## config.mk

```make
export PLATFORM = sky130hd
export DESIGN_NAME = bridge_mode_ctrl
export DESIGN_NICKNAME = d
export VERILOG_FILES = /design/src/pkg/bridge_mode_pkg.sv /design/src/rtl/input_sync.sv /design/src/rtl/bridge_mode_ctrl.sv
export SDC_FILE = /design/constraint.sdc
export NUM_CORES = 1
export LEC_CHECK = 0
export BUFFER_PORTS_ARGS = -buffer_cell sky130_fd_sc_hd__buf_2
export CELL_PAD_IN_SITES_DETAIL_PLACEMENT = 0
export CELL_PAD_IN_SITES_GLOBAL_PLACEMENT = 1
export CORE_UTILIZATION = 39
export CTS_BUF_LIST = sky130_fd_sc_hd__clkbuf_4 sky130_fd_sc_hd__clkbuf_8
export DETAILED_ROUTE_END_ITERATION = 16
export PLACE_DENSITY_LB_ADDON = 0.1
export SYNTH_ARGS = -nofsm -noshare
export SYNTH_HDL_FRONTEND = slang
export SYNTH_SLANG_ARGS = --single-unit
```

## constraint.sdc

```tcl
create_clock -name i_clk -period 2.8 [get_ports i_clk]
set_clock_uncertainty 0.15 [all_clocks]
set_input_delay 0.28 -clock i_clk [delete_from_list [all_inputs] [get_ports i_clk]]
set_output_delay 0.28 -clock i_clk [all_outputs]
set_load 0.01 [all_outputs]
```

## src/pkg/bridge_mode_pkg.sv

```systemverilog
package bridge_mode_pkg;

	localparam int unsigned CLK_HZ        = 40_000_000;
	// Sleep-entry interval in microseconds (1 ms)
	localparam int unsigned SLEEP_US      = 1000;
	localparam int unsigned SLEEP_CYCLES  = (SLEEP_US * (CLK_HZ / 1_000_000));
	// Wake interval in microseconds; nothing prints it, so a plain default
	localparam int unsigned WAKE_US       = 100;
	localparam int unsigned WAKE_CYCLES   = (WAKE_US * (CLK_HZ / 1_000_000));
	localparam int unsigned CNT_W         = 16;

	typedef enum logic [1:0] {
		DRV_COAST,
		DRV_REVERSE,
		DRV_FORWARD,
		DRV_BRAKE
	} drive_e;

	// One half-bridge output: drive level and output enable
	typedef struct packed {
		logic level;
		logic enable;
	} half_bridge_s;

	typedef struct packed {
		logic supply_low_lockout;
		logic overcurrent;
		logic overtemp_shutdown;
	} fault_in_s;

	typedef struct packed {
		logic sleep;
		logic active;
		logic fault;
		logic overcurrent_latch;
		logic overtemp_shutdown;
		logic circuits_on;
	} mode_status_s;

endpackage

```

## src/rtl/input_sync.sv

```systemverilog
`timescale 1ns/1ps
module input_sync
	import bridge_mode_pkg::*;
(
	input  wire logic i_clk,
	input  wire logic i_rst_n,
	input  wire logic i_async,
	output logic      o_level
);

	logic s1_reg;
	logic s2_reg;
	logic s3_reg;

	always_ff @(posedge i_clk or negedge i_rst_n) begin
		if (!i_rst_n) begin
			s1_reg <= 1'b0;
			s2_reg <= 1'b0;
			s3_reg <= 1'b0;
		end else begin
			s1_reg <= i_async;
			s2_reg <= s1_reg;
			s3_reg <= s2_reg;
		end
	end

	// Change accepted once second and third stage agree
	always_ff @(posedge i_clk or negedge i_rst_n) begin
		if (!i_rst_n) begin
			o_level <= 1'b0;
		end else if (s2_reg == s3_reg) begin
			o_level <= s3_reg;
		end
	end

endmodule

```

## src/rtl/bridge_mode_ctrl.sv

```systemverilog
// Summary of operation
// [RULE1] Both inputs low for interval: sleep
// [RULE2] Sleep: outputs high-Z, circuits off
// [RULE3] Power-up with inputs low: immediate sleep
// [RULE4] Wake after input high beyond interval
// [RULE5] Any fault: fault mode, bridge off
// [RULE6] Fault behaviour depends on fault type
// [RULE7] Recovery met: resume active driving
// [RULE8] Overcurrent latched until sleep or power
// [RULE9] Host may ramp PWM at startup
// [RULE10] Input pair selects coast/reverse/forward/brake
// [RULE11] Supply low: everything off, logic reset
// [RULE12] Overtemp clears itself below hysteresis
// [RULE13] Interval counters restart on glitches
`timescale 1ns/1ps
module bridge_mode_ctrl
	import bridge_mode_pkg::*;
(
	input  wire logic   i_clk,
	input  wire logic   i_rst_n,
	input  wire logic   i_drive_input_a,
	input  wire logic   i_drive_input_b,
	input  wire logic   i_supply_low_lockout,
	input  wire logic   i_overcurrent,
	input  wire logic   i_overtemp_shutdown,
	output half_bridge_s o_bridge_output_a,
	output half_bridge_s o_bridge_output_b,
	output mode_status_s o_status
);

	typedef enum logic [2:0] {
		ST_POWERUP,
		ST_SLEEP,
		ST_WAKING,
		ST_ACTIVE,
		ST_FAULT
	} mode_e;

	localparam logic [CNT_W-1:0] SLEEP_LAST = CNT_W'(SLEEP_CYCLES - 1);
	localparam logic [CNT_W-1:0] WAKE_LAST  = CNT_W'(WAKE_CYCLES - 1);

	logic      in_a;
	logic      in_b;
	fault_in_s flt;

	input_sync u_sync_a (
		.i_clk   (i_clk),
		.i_rst_n (i_rst_n),
		.i_async (i_drive_input_a),
		.o_level (in_a)
	);
	input_sync u_sync_b (
		.i_clk   (i_clk),
		.i_rst_n (i_rst_n),
		.i_async (i_drive_input_b),
		.o_level (in_b)
	);
	input_sync u_sync_uv (
		.i_clk   (i_clk),
		.i_rst_n (i_rst_n),
		.i_async (i_supply_low_lockout),
		.o_level (flt.supply_low_lockout)
	);
	input_sync u_sync_oc (
		.i_clk   (i_clk),
		.i_rst_n (i_rst_n),
		.i_async (i_overcurrent),
		.o_level (flt.overcurrent)
	);
	input_sync u_sync_ot (
		.i_clk   (i_clk),
		.i_rst_n (i_rst_n),
		.i_async (i_overtemp_shutdown),
		.o_level (flt.overtemp_shutdown)
	);

	mode_e           mode_reg;
	mode_e           mode_next;
	logic [CNT_W-1:0] sleep_cnt_reg;
	logic [CNT_W-1:0] wake_cnt_reg;
	logic [2:0]      settle_reg;
	logic            oc_latch_reg;
	logic            ot_reg;
	logic            both_low;
	logic            sleep_done;
	logic            wake_done;
	drive_e          drive;

	assign both_low   = !in_a && !in_b;
	assign sleep_done = both_low && (sleep_cnt_reg == SLEEP_LAST);
	assign wake_done  = !both_low && (wake_cnt_reg == WAKE_LAST);

	// [RULE10] input pair decode
	always_comb begin
		case ({in_a, in_b})
			2'b01:   drive = DRV_REVERSE;
			2'b10:   drive = DRV_FORWARD;
			2'b11:   drive = DRV_BRAKE;
			default: drive = DRV_COAST;
		endcase
	end

	// Synchronisers settle before the power-up decision
	always_ff @(posedge i_clk or negedge i_rst_n) begin
		if (!i_rst_n) begin
			settle_reg <= 3'h0;
		end else if (flt.supply_low_lockout) begin
			settle_reg <= 3'h0;
		end else if (settle_reg != 3'h7) begin
			settle_reg <= settle_reg + 3'h1;
		end
	end

	// [RULE1] [RULE13] sleep-entry counter restarts on any high input
	always_ff @(posedge i_clk or negedge i_rst_n) begin
		if (!i_rst_n) begin
			sleep_cnt_reg <= '0;
		end else if (!both_low || mode_reg != ST_ACTIVE) begin
			sleep_cnt_reg <= '0;
		end else if (!sleep_done) begin
			sleep_cnt_reg <= sleep_cnt_reg + CNT_W'(1);
		end
	end

	// [RULE4] [RULE13] wake counter restarts when inputs fall back low
	always_ff @(posedge i_clk or negedge i_rst_n) begin
		if (!i_rst_n) begin
			wake_cnt_reg <= '0;
		end else if (both_low || mode_reg != ST_WAKING) begin
			wake_cnt_reg <= '0;
		end else if (!wake_done) begin
			wake_cnt_reg <= wake_cnt_reg + CNT_W'(1);
		end
	end

	// [RULE8] overcurrent latch, cleared only by sleep or supply loss
	always_ff @(posedge i_clk or negedge i_rst_n) begin
		if (!i_rst_n) begin
			oc_latch_reg <= 1'b0;
		end else if (flt.supply_low_lockout) begin
			oc_latch_reg <= 1'b0;
		end else if (flt.overcurrent && mode_reg != ST_SLEEP) begin
			oc_latch_reg <= 1'b1;
		end else if (mode_reg == ST_SLEEP) begin
			oc_latch_reg <= 1'b0;
		end
	end

	// [RULE12] overtemp follows the hysteresis comparator
	always_ff @(posedge i_clk or negedge i_rst_n) begin
		if (!i_rst_n) begin
			ot_reg <= 1'b0;
		end else if (flt.supply_low_lockout) begin
			ot_reg <= 1'b0;
		end else begin
			ot_reg <= flt.overtemp_shutdown;
		end
	end

	always_comb begin
		mode_next = mode_reg;
		case (mode_reg)
			ST_POWERUP: begin
				// [RULE3] straight to sleep when inputs low
				if (settle_reg == 3'h7) begin
					mode_next = both_low ? ST_SLEEP : ST_WAKING;
				end
			end
			ST_SLEEP: begin
				if (!both_low) begin
					mode_next = ST_WAKING;
				end
			end
			ST_WAKING: begin
				// [RULE4] active only after wake interval
				if (both_low) begin
					mode_next = ST_SLEEP;
				end else if (wake_done) begin
					mode_next = ST_ACTIVE;
				end
			end
			ST_ACTIVE: begin
				// [RULE5] any fault leaves active
				if (oc_latch_reg || flt.overcurrent || ot_reg) begin
					mode_next = ST_FAULT;
				end else if (sleep_done) begin
					mode_next = ST_SLEEP;
				end
			end
			ST_FAULT: begin
				// [RULE7] [RULE8] overcurrent recovery needs sleep with current low
				if (oc_latch_reg) begin
					if (sleep_done || (both_low && !flt.overcurrent)) begin
						mode_next = ST_SLEEP;
					end
				end else if (!ot_reg && !flt.overcurrent) begin
					mode_next = ST_ACTIVE;
				end
			end
			default: mode_next = ST_POWERUP;
		endcase
	end

	// [RULE11] supply low resets all mode logic
	always_ff @(posedge i_clk or negedge i_rst_n) begin
		if (!i_rst_n) begin
			mode_reg <= ST_POWERUP;
		end else if (flt.supply_low_lockout) begin
			mode_reg <= ST_POWERUP;
		end else begin
			mode_reg <= mode_next;
		end
	end

	// [RULE2] [RULE5] bridge driven only in active mode
	always_ff @(posedge i_clk or negedge i_rst_n) begin
		if (!i_rst_n) begin
			o_bridge_output_a <= '0;
			o_bridge_output_b <= '0;
		end else if (mode_next != ST_ACTIVE || flt.supply_low_lockout) begin
			o_bridge_output_a <= '0;
			o_bridge_output_b <= '0;
		end else begin
			case (drive)
				DRV_REVERSE: begin
					o_bridge_output_a <= '{level: 1'b0, enable: 1'b1};
					o_bridge_output_b <= '{level: 1'b1, enable: 1'b1};
				end
				DRV_FORWARD: begin
					o_bridge_output_a <= '{level: 1'b1, enable: 1'b1};
					o_bridge_output_b <= '{level: 1'b0, enable: 1'b1};
				end
				DRV_BRAKE: begin
					o_bridge_output_a <= '{level: 1'b0, enable: 1'b1};
					o_bridge_output_b <= '{level: 1'b0, enable: 1'b1};
				end
				default: begin
					o_bridge_output_a <= '0;
					o_bridge_output_b <= '0;
				end
			endcase
		end
	end

	// [RULE6] circuits stay on in overcurrent and overtemp faults
	always_ff @(posedge i_clk or negedge i_rst_n) begin
		if (!i_rst_n) begin
			o_status <= '0;
		end else if (flt.supply_low_lockout) begin
			// [RULE11] supply low clears all status
			o_status <= '0;
		end else begin
			o_status.sleep             <= (mode_next == ST_SLEEP);
			o_status.active            <= (mode_next == ST_ACTIVE);
			o_status.fault             <= (mode_next == ST_FAULT);
			o_status.overcurrent_latch <= oc_latch_reg;
			o_status.overtemp_shutdown <= ot_reg;
			o_status.circuits_on       <= !flt.supply_low_lockout
				&& mode_next != ST_SLEEP && mode_next != ST_POWERUP;
		end
	end

endmodule

```

==> metrics.md <==
| Metric | Value |
|---|---|
| Routed WL per cell | `~14 um` |
| Cell count along the critical path | `5` |
| FP Rows | `31` |
| Worst setup endpoint | `o_bridge_output_a[1]$_DFF_PN0_` |
| CTS buffer count | `9` |
| ANT nets after route | `0` |
| Post-cts gate resize count | `0` |
| CP startpoint | `sleep_cnt_reg[9]$_DFFE_PN0P_` |
| Top_reg_cell synth | `dfrtp_1` |
| Area contributors post-synth | `dfrtp_1 59%, nor2_1 5.1%, xor2_1 5.0%, xnor2_1 2.6%, and3_1 1.7%` |
| Worst R2R Path Depth | `5` |
| Hold Fails Final Rpt | `0` |
| I/O pins | `17` |
| Core ar. | `7330 um2` |
| Setup slack, reg-to-reg | `0.22 ns` |
| Vias | `1,982` |
| Post-synthesis register bit count | `70` |
| EDFF count, synth | `0` |
| Slew Limit Fails | `0` |
| Number of buffers and inverters on the critical path | `0` |
| Die width | `89.6 um` |
| Slew @ Worst Pin | `around 0.60 ns` |
| Die Ht | `~90 um` |
| DP HPWL | `3.66 mm` |
| Post-synth cell types | `43` |
| Max_cap viols | `0` |
| Dominant cell type by area after synthesis | `dfrtp_1` |
| Diode count | `0` |
| RSZ-0062 raised after global routing | `no` |
| First drt pass iteration count | `4` |
| # clock sinks | `70` |
| Largest delay share family, worst path | `simple AND/OR/NAND/NOR gates` |
| Worst EP required | `2.89 ns` |
| P&R area growth vs syn | `15.2%` |
| Synth top cells by count | `70 x dfrtp_1, 41 x nor2_1, 17 x xor2_1, 13 x nand2_1` |
| Mean Syn Cell Area | `between 10 and 15 um2` |
| Share of cells above drive strength 1 | `14.0%` |
| Total track usage | `between 10% and 20%` |
| CTS tree | `yes` |
| Worst skew pair latency | `~0.34 ns` |
| Synth warn | `0` |
| Critical Path AT | `between 2 and 3 ns` |
| Htree depth | `3` |
| CTS clk-pin slew, worst paths | `~0.080 ns` |
| Post-CTS Setup Repair Bufs | `0` |
| Max incr delay on CP | `between 0.6 and 0.7 ns` |
| Worst r2r dst | `o_bridge_output_a[1]$_DFF_PN0_` |
| Worst hold path class | `reg -> reg` |
| Core Util, Final | `between 40 and 50%` |
| DIE AREA | `8020 um2` |
| First-pass GRT wire length | `between 9 and 10 mm` |
| Via density | `4.98` |
| Initial antenna violation count | `0` |
| DRC errors left | `0` |
| Cells after Synth | `between 200 and 300` |
| Period utilisation layout | `a little over 90%` |
| Lkg Pwr | `~0.0015 uW` |
| CP cell instances | `or4b_1, or4_1, o22ai_4, nand3_4, a2111oi_2` |
| Worst rel slew slack | `between 60% and 70%` |
| Final setup fails | `0` |
| Reg2reg start | `sleep_cnt_reg[9]$_DFFE_PN0P_` |
| Clock period minus worst slack | `~2.6 ns` |
| Worst Setup Path Type | `reg -> reg` |
| Routed WL | `5.51 mm` |
| Highest ir drop seen on vdd | `between 0.2 and 0.3 mV` |
| Clk buf depth | `2` |
| Crit-path max FO | `7` |
| Starting density of the core | `between 40 and 50%` |
| Status | `finished, final reports clean` |
| GRT overflow | `0` |
| Ys async rst share | `between 90% and 100%` |
| Most numerous cell in the Yosys netlist | `dfrtp_1` |
| Number of global-route vias before repair | `a little under 2,000` |
| Mapped cell area | `2990 um2` |
| GPL Wtd Cong | `approximately 0.80` |
| CP max stage cell | `or4_1` |
| Number of port buffers | `16` |
| Crit start category | `flip-flop` |
| DR iter-0 viols | `80` |
| F_max | `a little under 400 MHz` |
| Largest net degree at the start of global routing | `30` |
| PwrDens | `between 500 and 600 nW/um2` |
| Syn nets | `approximately 280` |
| Yosys top cell area share | `58.6%` |
| Setup TNS | `0 ns` |
| Root Driver | `clkbuf_8` |
| Endpoint class of the critical path | `flip-flop` |
| Final #Nets | `a little over 300` |
| Sequential-to-total area share from yosys stat | `58.6%` |
report_power, final:
part | leakage [uW] | internal [uW] | switching [uW] | total [uW]
clock network | 0.0000923 | 414 | 395 | 809
logic | 0.000433 | 37.4 | 51.1 | 88.5
registers | 0.000926 | 1040 | 24.3 | 1070
total | 0.00145 | 1490 | 470 | 1960
logic make-up (layout without fill, tap and decap cells):
logic type                 Yosys count  after routing  synth area share [%]
buffers and inverters               10             43                  1.30
muxes                                3              3                  1.00
AOI/OAI and AO/OA                   36             36                  8.62
DFF                                 70             70                  58.6
adders and majority gates            9              9                  3.35
and+or+nand+nor                    112            112                  19.5
xor gates and xnor gates            26             26                  7.62
area by class of cell:
class	count	area, um2
Clock buffer	9	124
Timing Repair Buffer	25	163
Fill cell	693	3890
Inverter	3	11.3
Clock inverter	6	71.3
Sequential cell	70	1750
Tap cell	99	124
Multi-Input combinational cell	186	1200
repair_timing:
| action | 4_1_cts | 5_1_grt |
|---|---|---|
| setup endpoints to repair | 0 | 0 |
| endpoints found under the hold margin | 18 | 0 |
| hold buffers | 6 | 0 |
worst min path at each step:
stage	startpoint	to	slack (ns)	cells after the start
floorplan	i_rst_n	mode_reg[0]$_DFF_PN0_	-0.17	0
detailed placement	i_rst_n	wake_cnt_reg[7]$_DFFE_PN0P_	0.06	1
finish	u_sync_a.s1_reg$_DFF_PN0_	u_sync_a.s2_reg$_DFF_PN0_	0.20	0
CTS	i_rst_n	wake_cnt_reg[9]$_DFFE_PN0P_	0.20	2
global route	u_sync_a.s1_reg$_DFF_PN0_	u_sync_a.s2_reg$_DFF_PN0_	0.21	0
global placement	i_rst_n	wake_cnt_reg[9]$_DFFE_PN0P_	0.06	1
through the flow:
stage | cells | instance area [um2] | power, uW | setup WS, ns | hold WS, ns
floorplan | 266 | 2990 | 1130 | 0.426 | -0.166
global placement | 377 | 3190 | 1170 | 0.235 | 0.0572
detailed placement | 377 | 3190 | 1170 | 0.195 | 0.0579
CTS | 398 | 3440 | 2000 | 0.193 | 0.205
global route | 398 | 3440 | 2040 | 0.0740 | 0.209
finish | 398 | 3440 | 1960 | 0.219 | 0.203
layout by cell type, fill, tap and decap left out, types with 6 or more instances in the layout:
cell type and count:
dfrtp_1 70, nor2_1 41, xor2_1 17, buf_2 16, nand2_1 13, o21ai_0 9, xnor2_1 9, clkbuf_8 9
and3_1 8, nand3_1 8, a21oi_1 7, dlygate4sd3_1 6
layer usage:
metal	vias to the layer above	track usage [%]	wire length, um	share of wire (%)
met4	0	8.95	136	2.5
met1	952	21.2	2690	49
met5	-	0	0	0
li1	990	-	-	-
met2	26	23.1	2530	46
met3	14	4.16	149	2.7
No activity file was read; power rests on OpenSTA's default activity.
